## config.mk

```make
export PLATFORM = sky130hd
export DESIGN_NAME = scmh_initiator
export DESIGN_NICKNAME = d
export VERILOG_FILES = /design/src/scmh_pkg.sv /design/src/scmh_sync.sv /design/src/scmh_initiator.sv
export VERILOG_INCLUDE_DIRS = /design/src /design/src/src
export SDC_FILE = /design/constraint.sdc
export NUM_CORES = 1
export LEC_CHECK = 0
export ABC_AREA = 1
export BUFFER_PORTS_ARGS = -buffer_cell sky130_fd_sc_hd__buf_2
export CAP_MARGIN = 15
export CORE_ASPECT_RATIO = 0.6
export CORE_UTILIZATION = 50
export CTS_CLUSTER_SIZE = 25
export DETAILED_ROUTE_END_ITERATION = 8
export GPL_TIMING_DRIVEN = 0
export PLACE_DENSITY_LB_ADDON = 0.2
export SYNTH_ARGS = -nofsm -noshare
export SYNTH_HDL_FRONTEND = slang
export SYNTH_SLANG_ARGS = --single-unit
```

## constraint.sdc

```tcl
create_clock -name CLK -period 4.5 [get_ports CLK]
set_input_delay 0 -clock CLK [delete_from_list [all_inputs] [get_ports CLK]]
set_output_delay 0 -clock CLK [all_outputs]
set_load 0.01 [all_outputs]
```

## src/scmh_consts.svh

```systemverilog
// Constants for the initiator-side message handler: message codes,
// Identify field positions and timing counts.
// Assumes a 40 MHz controller clock.
`ifndef SCMH_CONSTS_SVH
`define SCMH_CONSTS_SVH

// Message codes
`define SCMH_MSG_CMD_DONE 8'h00
`define SCMH_MSG_SAVE_PTR 8'h02
`define SCMH_MSG_RESTORE_PTR 8'h03
`define SCMH_MSG_DISCONNECT 8'h04
`define SCMH_MSG_INIT_ERR 8'h05
`define SCMH_MSG_ABORT 8'h06
`define SCMH_MSG_REJECT 8'h07
`define SCMH_MSG_NOP 8'h08
`define SCMH_MSG_LINK_DONE 8'h0a
`define SCMH_MSG_LINK_FLAG 8'h0b
`define SCMH_MSG_BUS_RESET 8'h0c

// Identify layout
`define SCMH_ID_BASE 8'h80
`define SCMH_ID_TOP_BIT 7
`define SCMH_ID_DISC_BIT 6
`define SCMH_ID_RSV_HI 5
`define SCMH_ID_RSV_LO 3
`define SCMH_ID_LUN_HI 2
`define SCMH_ID_LUN 3'h0

// Timing
`define SCMH_CLK_MHZ 40
`define SCMH_SETTLE_NS 100
`define SCMH_SETTLE_CYC ((`SCMH_SETTLE_NS * `SCMH_CLK_MHZ + 999) / 1000)
`define SCMH_SEL_TIMEOUT_US 250000
`define SCMH_SEL_TIMEOUT_CYC (`SCMH_SEL_TIMEOUT_US * `SCMH_CLK_MHZ)
`define SCMH_CNT_W 24
`define SCMH_SYNC_W 13

`endif

```

## src/scmh_pkg.sv

```systemverilog
// Types and Identify decode and build functions shared by the initiator message handler.
// Relies on scmh_consts.svh for the field positions.
`include "scmh_consts.svh"

package scmh_pkg;

    typedef enum logic [2:0] {
        ST_IDLE,
        ST_SEL_ATN,
        ST_SEL_WAIT,
        ST_CONN,
        ST_DRIVE,
        ST_ACK
    } scmh_state_t;

    // Identify byte recognised by its top bit
    function automatic logic scmh_is_identify(input logic [7:0] b);
        scmh_is_identify = b[`SCMH_ID_TOP_BIT];
    endfunction

    // Identify with reserved bits and unit number clear
    function automatic logic scmh_id_clean(input logic [7:0] b);
        scmh_id_clean = b[`SCMH_ID_TOP_BIT]
            && (b[`SCMH_ID_RSV_HI:`SCMH_ID_RSV_LO] == 3'h0)
            && (b[`SCMH_ID_LUN_HI:0] == `SCMH_ID_LUN);
    endfunction

    // Identify this end sends, disconnect ability in bit 6
    function automatic logic [7:0] scmh_make_identify(input logic disc);
        logic [7:0] b;
        b = `SCMH_ID_BASE;
        b[`SCMH_ID_DISC_BIT] = disc;
        scmh_make_identify = b;
    endfunction

endpackage

```

## src/scmh_sync.sv

```systemverilog
// Two-flop synchroniser for the bus pins seen by the initiator.
// Assumes every D bit is asynchronous to CLK; RST is sampled on the clock.
`timescale 1ns/10ps
`include "scmh_consts.svh"

module scmh_sync
    import scmh_pkg::*;
#(
    parameter int W = `SCMH_SYNC_W
)
(
    input wire logic CLK,
    input wire logic RST,
    input wire logic [W-1:0] D,
    output logic [W-1:0] Q
);

    logic [W-1:0] meta_q;
    logic [W-1:0] sync_q;

    // First stage feeds only the second stage
    genvar i;
    generate
        for (i = 0; i < W; i++)
        begin : g_bit
            always_ff @(posedge CLK)
            begin
                if (RST)
                begin
                    meta_q[i] <= 1'b0;
                    sync_q[i] <= 1'b0;
                end
                else
                begin
                    meta_q[i] <= D[i];
                    sync_q[i] <= meta_q[i];
                end
            end
        end
    endgenerate

    assign Q = sync_q;

endmodule

```

## src/scmh_initiator.sv

```systemverilog
// Initiator-side message handler: selects a tape target, answers its
// REQ/ACK byte handshakes and exchanges messages with it.
// Assumes pins are asynchronous and the bus wiring resolves DB from DB_OE.
`timescale 1ns/10ps
`include "scmh_consts.svh"

module scmh_initiator
    import scmh_pkg::*;
#(
    parameter int SEL_TIMEOUT_CYC = `SCMH_SEL_TIMEOUT_CYC
)
(
    input wire logic CLK,
    input wire logic RST,
    input wire logic BSY_I,
    input wire logic REQ_I,
    input wire logic IO_I,
    input wire logic CD_I,
    input wire logic MSG_I,
    input wire logic [7:0] DB_I,
    output logic [7:0] DB_O,
    output logic DB_OE,
    output logic SEL_O,
    output logic ATN_O,
    output logic ACK_O,
    input wire logic START,
    input wire logic [7:0] SEL_IDS,
    input wire logic DISC_OK,
    input wire logic ABORT_REQ,
    input wire logic BDR_REQ,
    input wire logic ERR_REQ,
    input wire logic [7:0] TX_BYTE,
    output logic TX_TAKE,
    output logic [7:0] RX_BYTE,
    output logic RX_VALID,
    output logic CONNECTED,
    output logic SEL_FAIL,
    output logic BUS_FREE,
    output logic CMD_DONE,
    output logic LINK_DONE,
    output logic LINK_FLAG,
    output logic SAVE_PTR,
    output logic RESTORE_PTR,
    output logic DISC_SEEN,
    output logic REJECT_SEEN,
    output logic BAD_ID
);
    localparam logic [`SCMH_CNT_W-1:0] SETTLE = `SCMH_CNT_W'(`SCMH_SETTLE_CYC);
    localparam logic [`SCMH_CNT_W-1:0] SEL_TO = `SCMH_CNT_W'(SEL_TIMEOUT_CYC);
    scmh_state_t st_q, st_d;
    logic [`SCMH_CNT_W-1:0] cnt_q, cnt_d;
    logic [12:0] pins_s;
    logic bsy_s, req_s, io_s, cd_s, msg_s;
    logic [7:0] db_s;
    logic atn_q, atn_d, sel_q, sel_d, ack_q, ack_d, oe_q, oe_d;
    logic [7:0] dbo_q, dbo_d;
    logic first_q, first_d, mout_q, mout_d;
    logic pend_v_q, pend_v_d;
    logic [7:0] pend_q, pend_d;
    logic [10:0] evt_q, evt_d;
    logic [7:0] rx_q;
    logic tx_take_q;
    scmh_sync #(.W(`SCMH_SYNC_W)) u_sync (
        .CLK(CLK),
        .RST(RST),
        .D({BSY_I, REQ_I, IO_I, CD_I, MSG_I, DB_I}),
        .Q(pins_s)
    );
    // Synchronised pins and phase decode
    assign {bsy_s, req_s, io_s, cd_s, msg_s, db_s} = pins_s;
    wire msg_phase = msg_s & cd_s;
    wire bus_free = !bsy_s && !sel_q;
    wire cnt_zero = (cnt_q == '0);
    wire req_new = (st_q == ST_CONN) && bsy_s && req_s;
    wire take_in = req_new && io_s;
    wire take_out = req_new && !io_s;
    wire msg_in = take_in && msg_phase;
    wire [7:0] id_out = scmh_make_identify(DISC_OK);
    wire pend_first = pend_v_q && ((pend_q == `SCMH_MSG_ABORT)
        || (pend_q == `SCMH_MSG_BUS_RESET));
    // First byte Identify unless Abort or reset waits; else pending or no-op
    wire [7:0] mout_byte = first_q ? (pend_first ? pend_q : id_out)
        : (pend_v_q ? pend_q : `SCMH_MSG_NOP);
    wire mout_sent = (st_q == ST_DRIVE) && cnt_zero && mout_q;
    // Incoming message classification
    wire in_id = scmh_is_identify(db_s);
    wire in_bad_id = in_id && !scmh_id_clean(db_s);
    wire in_known = in_id || (db_s == `SCMH_MSG_CMD_DONE)
        || (db_s == `SCMH_MSG_LINK_DONE) || (db_s == `SCMH_MSG_LINK_FLAG)
        || (db_s == `SCMH_MSG_SAVE_PTR) || (db_s == `SCMH_MSG_DISCONNECT)
        || (db_s == `SCMH_MSG_REJECT);
    wire need_reject = msg_in && (!in_known || in_bad_id);
    // User requests and automatic reject, highest first: reset, abort, error report, reject
    wire req_any = BDR_REQ || ABORT_REQ || ERR_REQ || need_reject;
    wire [7:0] req_code = BDR_REQ ? `SCMH_MSG_BUS_RESET
        : ABORT_REQ ? `SCMH_MSG_ABORT
        : ERR_REQ ? `SCMH_MSG_INIT_ERR
        : `SCMH_MSG_REJECT;
    wire conn = (st_q != ST_IDLE) && (st_q != ST_SEL_ATN);
    // Pending message slot; a new request wins over the send that clears it
    always_comb
    begin
        pend_v_d = pend_v_q;
        pend_d = pend_q;
        if (mout_sent && (!first_q || pend_first))
            pend_v_d = 1'b0;
        if (req_any && conn)
        begin
            pend_v_d = 1'b1;
            pend_d = req_code;
        end
        if (st_d == ST_IDLE)
            pend_v_d = 1'b0;
    end
    // Sequencer for selection and byte handshakes
    always_comb
    begin
        st_d = st_q;
        cnt_d = cnt_zero ? cnt_q : cnt_q - `SCMH_CNT_W'(1);
        atn_d = atn_q;
        sel_d = sel_q;
        ack_d = ack_q;
        oe_d = oe_q;
        dbo_d = dbo_q;
        first_d = first_q;
        mout_d = mout_q;
        evt_d = '0;
        case (st_q)
            ST_IDLE:
            begin
                atn_d = 1'b0;
                if (START && bus_free)
                begin
                    atn_d = 1'b1;
                    oe_d = 1'b1;
                    dbo_d = SEL_IDS;
                    cnt_d = SETTLE;
                    st_d = ST_SEL_ATN;
                end
            end
            ST_SEL_ATN:
            begin
                if (cnt_zero)
                begin
                    sel_d = 1'b1;
                    cnt_d = SEL_TO;
                    st_d = ST_SEL_WAIT;
                end
            end
            ST_SEL_WAIT:
            begin
                if (bsy_s)
                begin
                    sel_d = 1'b0;
                    oe_d = 1'b0;
                    first_d = 1'b1;
                    st_d = ST_CONN;
                end
                else if (cnt_zero)
                begin
                    sel_d = 1'b0;
                    oe_d = 1'b0;
                    atn_d = 1'b0;
                    evt_d[10] = 1'b1;
                    st_d = ST_IDLE;
                end
            end
            ST_CONN:
            begin
                if (!bsy_s)
                begin
                    evt_d[9] = 1'b1;
                    st_d = ST_IDLE;
                end
                else if (take_in)
                begin
                    ack_d = 1'b1;
                    evt_d[8] = !msg_phase;
                    evt_d[0] = msg_in && (db_s == `SCMH_MSG_CMD_DONE);
                    evt_d[1] = msg_in && (db_s == `SCMH_MSG_LINK_DONE);
                    evt_d[2] = msg_in && (db_s == `SCMH_MSG_LINK_FLAG);
                    evt_d[3] = msg_in && (db_s == `SCMH_MSG_SAVE_PTR);
                    evt_d[4] = msg_in && in_id && !in_bad_id;
                    evt_d[5] = msg_in && (db_s == `SCMH_MSG_DISCONNECT);
                    evt_d[6] = msg_in && (db_s == `SCMH_MSG_REJECT);
                    evt_d[7] = msg_in && in_bad_id;
                    if (need_reject)
                        atn_d = 1'b1;
                    st_d = ST_ACK;
                end
                else if (take_out)
                begin
                    mout_d = msg_phase;
                    dbo_d = msg_phase ? mout_byte : TX_BYTE;
                    oe_d = 1'b1;
                    cnt_d = SETTLE;
                    st_d = ST_DRIVE;
                end
                else if (pend_v_q)
                    atn_d = 1'b1;
            end
            ST_DRIVE:
            begin
                if (cnt_zero)
                begin
                    ack_d = 1'b1;
                    if (mout_q)
                    begin
                        first_d = 1'b0;
                        atn_d = pend_v_d; // Drop ATN on the last message byte
                    end
                    st_d = ST_ACK;
                end
            end
            ST_ACK:
            begin
                if (!req_s)
                begin
                    ack_d = 1'b0;
                    oe_d = 1'b0;
                    st_d = ST_CONN;
                end
            end
            default: st_d = ST_IDLE;
        endcase
    end
    // State registers
    always_ff @(posedge CLK)
    begin
        if (RST)
        begin
            st_q <= ST_IDLE;
            cnt_q <= '0;
            {atn_q, sel_q, ack_q, oe_q, first_q, mout_q} <= 6'h00;
            dbo_q <= 8'h00;
            pend_v_q <= 1'b0;
            pend_q <= 8'h00;
            evt_q <= 11'h000;
        end
        else
        begin
            st_q <= st_d;
            cnt_q <= cnt_d;
            {atn_q, sel_q, ack_q, oe_q, first_q, mout_q} <=
                {atn_d, sel_d, ack_d, oe_d, first_d, mout_d};
            dbo_q <= dbo_d;
            pend_v_q <= pend_v_d;
            pend_q <= pend_d;
            evt_q <= evt_d;
        end
    end
    // Received data byte and user byte taken
    always_ff @(posedge CLK)
    begin
        if (RST)
        begin
            rx_q <= 8'h00;
            tx_take_q <= 1'b0;
        end
        else
        begin
            rx_q <= take_in ? db_s : rx_q;
            tx_take_q <= (st_q == ST_DRIVE) && cnt_zero && !mout_q;
        end
    end
    // Pin and user outputs
    assign DB_O = dbo_q;
    assign DB_OE = oe_q;
    assign SEL_O = sel_q;
    assign ATN_O = atn_q;
    assign ACK_O = ack_q;
    assign TX_TAKE = tx_take_q;
    assign RX_BYTE = rx_q;
    assign RX_VALID = evt_q[8];
    assign CONNECTED = (st_q == ST_CONN) || (st_q == ST_DRIVE) || (st_q == ST_ACK);
    assign {SEL_FAIL, BUS_FREE} = evt_q[10:9];
    assign {BAD_ID, REJECT_SEEN, DISC_SEEN, RESTORE_PTR} = evt_q[7:4];
    assign {SAVE_PTR, LINK_FLAG, LINK_DONE, CMD_DONE} = evt_q[3:0];
endmodule

```

==> results.rst, run 1 <==
.. list-table::
   :header-rows: 1

   * - Metric
     - Value
   * - Outcome
     - complete, no violations
   * - Total clock buffers created by CTS
     - 9
   * - Mean post-synth cell area
     - 7.28 sq um
   * - Required @ worst endpoint
     - 4730 ps
   * - Clock H-tree levels
     - 3
   * - Kind of critical path
     - flop to flop
   * - # nets final
     - 692
   * - Global-route wire length before repair
     - 16.9 mm
   * - Final period utilization
     - 0.509
   * - Number of storage elements in the synthesis netlist
     - 92
   * - Post-synthesis sequential area ratio
     - 0.456
   * - Wire length per cell after detailed routing
     - 13.7 um
   * - Critical Path Fanout Max
     - 10
   * - Post-CTS sizing
     - 0
   * - Global-route usage over all layers
     - 0.260
   * - Number of optimization iterations in the first detailed-route pass
     - 5
   * - Cells after Synth
     - 555
   * - Kind of start point of the critical path
     - flop
   * - Number of DRC violations after detailed routing
     - 0
   * - Pin slew with the least headroom to its limit
     - 592 ps
   * - Final instance count without filler cells
     - 762
   * - Overall overflow remaining after global route
     - 0
   * - Critical Path End Type
     - flop
   * - Max-slew headroom at the worst pin
     - 0.605
   * - Maximum clock frequency
     - 0.436 GHz
   * - Count of endpoints failing setup in the final report
     - 0
   * - Pin count of the biggest net entering global routing
     - 16
   * - Distinct cell type count of the synthesized netlist
     - 42
   * - Clock network latency to the later pin of the worst-skew pair
     - 340 ps
   * - Initial antenna violation count
     - 0
   * - Worst endpoint data arrival time
     - 2520 ps
   * - Starting utilization of the core area
     - 0.536
   * - Int Power
     - 1810 uW
   * - Crit path time final
     - 2290 ps
   * - Via count of the first global-routing pass
     - 3,460
   * - Cells after DPL
     - 726
   * - Classification of the worst-slack hold path
     - input pin to flop
   * - Hold Fails Final Rpt
     - 0
   * - Rows
     - 24
   * - Number of enable flip-flop cells after synthesis
     - 0
   * - Clock tree buffer depth
     - 2
   * - Clock network power share
     - 0.252
   * - Cell at the root of the clock tree
     - clkbuf_16
   * - Post-synth ARST share
     - 0
   * - Ratio of routed vias to standard cells
     - 5.12
   * - Initial detailed-routing violation count
     - 279
   * - Number of max-capacitance violations reported
     - 0
   * - Storage element area
     - 0.00184 sq mm
   * - Total negative setup slack
     - 0 ps
   * - YS warnings
     - 0
   * - Final Util
     - 0.666
   * - Unrepaired setup endpoints after global routing
     - no
   * - Post-DP HPWL
     - 7.69 mm
   * - Die Outline Area
     - 0.00846 sq mm
   * - Top-level port count
     - 69
   * - Syn nets
     - 593
   * - Register share of total power
     - 0.345
   * - Horizontal die dimension
     - 118 um
   * - P per Cell Area
     - 601 mW/mm^2
   * - Area of combinational cells with multiple inputs
     - 0.00183 sq mm
   * - PortBufs
     - 67
   * - Clk_skew
     - 6.13 ps
   * - Placeable core region
     - 0.00754 sq mm
   * - Post-synth design cell area
     - 0.00404 sq mm
   * - Leak Pwr
     - 0.00242 uW
   * - Inserted Diodes
     - 0
   * - Switching Fraction
     - 0.398
   * - Switching component of the power
     - 1200 uW
   * - Comb power frac
     - 0.403
   * - Synth Flop Type
     - dfxtp_1
   * - Fill count
     - 652
   * - Clk pin slew, worst setup/hold paths
     - 60 ps
   * - Area Overhead vs Synth
     - 24.2%
   * - Post-DRT Antenna Nets
     - 0
   * - Vias
     - 3,898
   * - Total count of max-transition violations in the final report
     - 0
   * - Clock tree from TritonCTS
     - done
   * - Total Routed Length
     - 10.5 mm
   * - Chip Height
     - 71.6 um
   * - Fraction of layout cells with a size suffix above 1
     - 0.172
   * - CTS sink cnt
     - 92
   * - Final GP Congestion
     - 0.901
   * - Peak supply drop
     - 292 uV
-- per-stage QoR --
stage | worst slack (ps) | hold slack [ps] | power [uW] | area, sq um
3_3_place_gp | 2460 | 200 | 2180 | 4510
2_1_floorplan | 2850 | 107 | 1920 | 4040
4_1_cts | 2240 | 16.7 | 2990 | 5020
6_report | 2210 | 19.1 | 3010 | 5020
5_1_grt | 2100 | 24.7 | 3210 | 5020
3_5_place_dp | 2440 | 207 | 2220 | 4510
-- Yosys cell counts, types with 2 or more instances --
cell type    n  share of area
a211oi_1     7          0.013
a21oi_1     33          0.041
a31oi_1      4         0.0062
buf_1        2         0.0019
buf_2        3         0.0037
clkbuf_1     7         0.0065
dfxtp_1     92           0.46
ha_1         2         0.0062
inv_1       76          0.071
inv_2        3         0.0028
nand2_1     89          0.083
nand2_2      4         0.0062
nand2_4      2         0.0056
nand3_1     21          0.026
nand3_2      4         0.0099
nand4_1      3         0.0046
nor2_1     119           0.11
nor2_2       3         0.0046
nor2_4       3         0.0084
nor3_1      11          0.014
nor3_2       2         0.0050
nor4_1       4         0.0062
o21ai_0     23          0.028
o22ai_1      2         0.0031
o31ai_1      2         0.0037
or2_2        2         0.0031
xnor2_1      8          0.017
xor2_1      10          0.022
-- sequential cells by signal, summed over array words and instances, names as in the netlist, 3 cells and up --
signal         cells
evt_q             11
u_sync.meta_q     13
DB_O               8
RX_BYTE            8
st_q               3
pend_q             4
cnt_q             24
u_sync.Q          13
-- power groups by stage --
| stage | clock network (uW) | logic, uW | registers [uW] |
|---|---|---|---|
| finish | 760 | 1210 | 1040 |
| global route | 803 | 1360 | 1050 |
| CTS | 767 | 1190 | 1030 |
| detailed placement | 0 | 1160 | 1050 |
| global placement | 0 | 1140 | 1040 |
| floorplan | 0 | 879 | 1040 |
-- critical path, cell delays in order, from the launching register on --
cell           delay, ps
dfxtp_1              410
inv_2                 80
nor2_4               130
nand2_4               90
nor3_2               210
nand2_2              160
nand2_2              190
buf_2                240
a31oi_1              100
dlygate4sd3_1        560
-- cell type report --
type | count | area share
flip-flops and latches | 92 | 0.367
inverters | 80 | 0.0609
repair buffers | 88 | 0.109
multi-input cells | 370 | 0.365
plain buffers | 13 | 0.0120
well taps | 104 | 0.0259
clock inverters | 5 | 0.0122
clock buffers | 10 | 0.0476
-- placed cells by master, fill, tap and decap left out, drive strengths merged --
cell type / netlist / layout
nand3: 26 / 26
clkinvlp: 0 / 3
nor3: 13 / 13
buf: 6 / 73
dfxtp: 92 / 92
o41ai: 1 / 1
o31ai: 2 / 2
nand4: 4 / 4
o21ai: 23 / 23
nor2: 125 / 125
dlygate4sd3: 0 / 21
bufinv: 0 / 1
or2: 2 / 2
clkbuf: 7 / 17
xnor2: 8 / 8
nor2b: 1 / 1
clkinv: 1 / 1
a31oi: 4 / 4
nand3b: 1 / 1
a211oi: 7 / 7
nor4: 4 / 4
xor2: 10 / 10
nor3b: 1 / 1
ha: 2 / 2
nand2: 95 / 95
and3: 1 / 1
a41oi: 1 / 1
inv: 79 / 80
o21a: 1 / 1
o32ai: 1 / 1
o22ai: 2 / 2
a21oi: 34 / 34
o211ai: 1 / 1
-- worst paths after layout --
kind | from | to | slack [ps] | depth (start not counted)
worst max-delay path | st_q[1] | DB_O[4] | 2210 | 9
worst min register to register | u_sync.meta_q[5] | u_sync.Q[5] | 400 | 2
worst min-delay path | SEL_IDS[6] | DB_O[6] | 20 | 3
worst max register to register | st_q[1] | DB_O[4] | 2210 | 9
-- logic make-up after synthesis --
logic type | synth area share
compound gates | 0.108
xor+xnor | 0.0390
fa+ha+maj | 0.00619
buf+inv | 0.0904
flops | 0.456
simple gates | 0.301
-- per-layer routing --
| layer | vias up | track usage | wire length (um) |
|---|---|---|---|
| met3 | 13 | 0.0725 | 1020 |
| met4 | 0 | 0.0712 | 102 |
| met1 | 1750 | 0.389 | 5260 |
| met2 | 187 | 0.361 | 4080 |
| met5 | - | 0 | 0 |
| li1 | 1948 | - | - |
-- timing repair --
item | in CTS | in global routing
hold endpoints to repair | 19 | 0
hold buffers | 21 | 0
buffers inserted | 0 | 0
No activity file was read; power rests on OpenSTA's default activity.
==> inputs of run 2 (changes only) <==
==> constraint.sdc (replaced) <==
create_clock -name CLK -period 2.1 [get_ports CLK]
set_input_delay 0 -clock CLK [delete_from_list [all_inputs] [get_ports CLK]]
set_output_delay 0 -clock CLK [all_outputs]
set_load 0.01 [all_outputs]
==> results.rst, run 2 (synthesis gave the netlist of run 1 again) <==
.. list-table::
   :header-rows: 1

   * - Metric
     - Value
   * - Outcome
     - complete, no violations (unchanged)
   * - Switching component of the power
     - 2640 uW (was 1200 uW)
   * - Clock tree from TritonCTS
     - done (unchanged)
   * - Final-layout worst hold slack
     - 18.1 ps (was 19.1 ps)
   * - Peak supply drop
     - 625 uV (was 292 uV)
   * - CTS sink cnt
     - 92 (unchanged)
   * - Initial detailed-routing violation count
     - 360 (was 279)
   * - Highest-count cells in the layout ignoring fill and taps
     - nor2_1 (117), dfxtp_1 (92), nand2_1 (88) (was nor2_1 (119), dfxtp_1 (92), nand2_1 (89))
   * - Starting utilization of the core area
     - 0.536 (unchanged)
   * - Buffers inserted by post-CTS timing repair
     - 0 (unchanged)
   * - Critical Path End Type
     - flop (unchanged)
   * - Leak Pwr
     - 0.00242 uW (about the same)
   * - Post-DP HPWL
     - 7.69 mm (unchanged)
   * - Final period utilization
     - 0.964 (was 0.509)
   * - Total negative setup slack
     - 0 ps (unchanged)
   * - Initial antenna violation count
     - 0 (unchanged)
   * - Inserted Diodes
     - 0 (unchanged)
   * - PortBufs
     - 67 (unchanged)
   * - Via count of the first global-routing pass
     - 3,445 (was 3,460)
   * - Ratio of routed vias to standard cells
     - 5.04 (was 5.12)
   * - Total count of max-transition violations in the final report
     - 0 (unchanged)
   * - Kind of start point of the critical path
     - flop (unchanged)
   * - Top-level port count
     - 69 (unchanged)
   * - Critical Path Fanout Max
     - 10 (unchanged)
   * - Horizontal die dimension
     - 118 um (unchanged)
   * - Maximum clock frequency
     - 0.494 GHz (was 0.436 GHz)
   * - Hold Fails Final Rpt
     - 0 (unchanged)
   * - Final GP Congestion
     - 0.901 (unchanged)
   * - Overall overflow remaining after global route
     - 0 (unchanged)
   * - Register bank with the most flops
     - cnt_q (unchanged)
   * - Clock H-tree levels
     - 3 (unchanged)
   * - Required @ worst endpoint
     - 2330 ps (was 4730 ps)
   * - Clock network power share
     - 0.250 (was 0.252)
   * - Clk pin slew, worst setup/hold paths
     - 70 ps (was 60 ps)
   * - P per Cell Area
     - 1300 mW/mm^2 (was 601 mW/mm^2)
   * - Area Overhead vs Synth
     - 24.8% (was 24.2%)
   * - Number of max-capacitance violations reported
     - 0 (unchanged)
   * - Switching Fraction
     - 0.403 (was 0.398)
   * - Total Routed Length
     - 10.5 mm (about the same)
   * - Comb power frac
     - 0.411 (was 0.403)
   * - Clk_skew
     - 6.79 ps (was 6.13 ps)
   * - Worst endpoint data arrival time
     - 2250 ps (was 2520 ps)
   * - Int Power
     - 3910 uW (was 1810 uW)
   * - Kind of critical path
     - flop to flop (unchanged)
   * - Placeable core region
     - 0.00754 sq mm (unchanged)
   * - Rows
     - 24 (unchanged)
   * - Largest register FFs
     - 24 (unchanged)
   * - Final Util
     - 0.669 (was 0.666)
   * - Die Outline Area
     - 0.00846 sq mm (unchanged)
   * - Pin slew with the least headroom to its limit
     - 612 ps (was 592 ps)
   * - Total clock buffers created by CTS
     - 9 (unchanged)
   * - Number of optimization iterations in the first detailed-route pass
     - 6 (was 5)
   * - Fraction of layout cells with a size suffix above 1
     - 0.178 (was 0.172)
   * - Max-slew headroom at the worst pin
     - 0.592 (was 0.605)
   * - Cell at the root of the clock tree
     - clkbuf_16 (unchanged)
   * - Classification of the worst-slack hold path
     - input pin to flop (unchanged)
   * - Pin count of the biggest net entering global routing
     - 16 (unchanged)
   * - Count of endpoints failing setup in the final report
     - 0 (unchanged)
   * - Crit path time final
     - 2030 ps (was 2290 ps)
   * - Register share of total power
     - 0.340 (was 0.345)
   * - Global-route usage over all layers
     - 0.259 (was 0.260)
   * - Clock tree buffer depth
     - 2 (unchanged)
   * - Chip Height
     - 71.6 um (unchanged)
   * - Vias
     - 3,838 (was 3,898)
   * - Most frequent standard cell in the layout excluding fill and tap cells
     - nor2_1 (unchanged)
   * - Post-DRT Antenna Nets
     - 0 (unchanged)
   * - Wire length per cell after detailed routing
     - 13.8 um (was 13.7 um)
   * - Clock network latency to the later pin of the worst-skew pair
     - 340 ps (about the same)
   * - Global-route wire length before repair
     - 16.9 mm (about the same)
   * - # nets final
     - 692 (unchanged)
   * - Fill count
     - 653 (was 652)
   * - Number of DRC violations after detailed routing
     - 0 (unchanged)
run 2: through the flow:
step	cell area (sq um)	total power [uW]	cells	worst slack (ps)
floorplan	4040	4120	555	452
global placement	4510	4670	726	55.4
detailed placement	4510	4750	726	35.3
CTS	5020	6400	762	7.94
global route	5040	6950	762	-6.04
finish	5040	6550	762	74.8
run 2: power groups by stage:
stage / combinational (uW) / clock (uW) / sequential [uW]
3_5_place_dp: 2490 / 0 / 2250
5_1_grt: 2990 / 1720 / 2250
6_report: 2690 / 1630 / 2220
4_1_cts: 2540 / 1640 / 2220
2_1_floorplan: 1880 / 0 / 2230
3_3_place_gp: 2430 / 0 / 2240
run 2: area by class of cell:
| type | instances | area [sq um] | share of cell area |
|---|---|---|---|
| buffer | 13 | 60.1 | 0.0119 |
| clock buffer | 10 | 239 | 0.0474 |
| clock inverter | 5 | 61.3 | 0.0122 |
| inverter | 80 | 305 | 0.0605 |
| multi-input combinational | 370 | 1860 | 0.369 |
| sequential | 92 | 1840 | 0.365 |
| tap | 104 | 130 | 0.0258 |
| timing repair buffer | 88 | 546 | 0.108 |
run 2: metal layers:
layer	vias to the layer above	wire length (um)	track usage	share of wire
met3	13	905	0.0717	0.086
li1	1947	-	-	-
met4	0	106	0.0712	0.010
met5	-	0	0	0
met2	171	4050	0.363	0.39
met1	1707	5410	0.387	0.52
run 2: repair_timing:
action / CTS / global route
setup endpoints to repair: 0 / 15
hold buffers: 21 / 0
hold endpoints to repair: 19 / 0
gates resized for setup: 0 / 7
run 2: worst max-delay path: stages, from the launching register on:
cell     delay (ps)
dfxtp_1         410
inv_2            80
nor2_4          130
nand2_4          90
nor3_2          200
nand2_2         150
a21oi_2         200
nand2_1         110
inv_2            80
nand2_1          60
nand2_2         150
buf_6           180
nor2_1           60
run 2: worst paths after layout:
kind / from / endpoint / slack, ps / depth (start not counted)
setup / recovery: st_q[1] / cnt_q[18] / 70 / 12
hold / removal: SEL_IDS[6] / DB_O[6] / 20 / 3
setup reg to reg: st_q[1] / cnt_q[18] / 70 / 12
hold reg to reg: u_sync.meta_q[5] / u_sync.Q[5] / 400 / 2
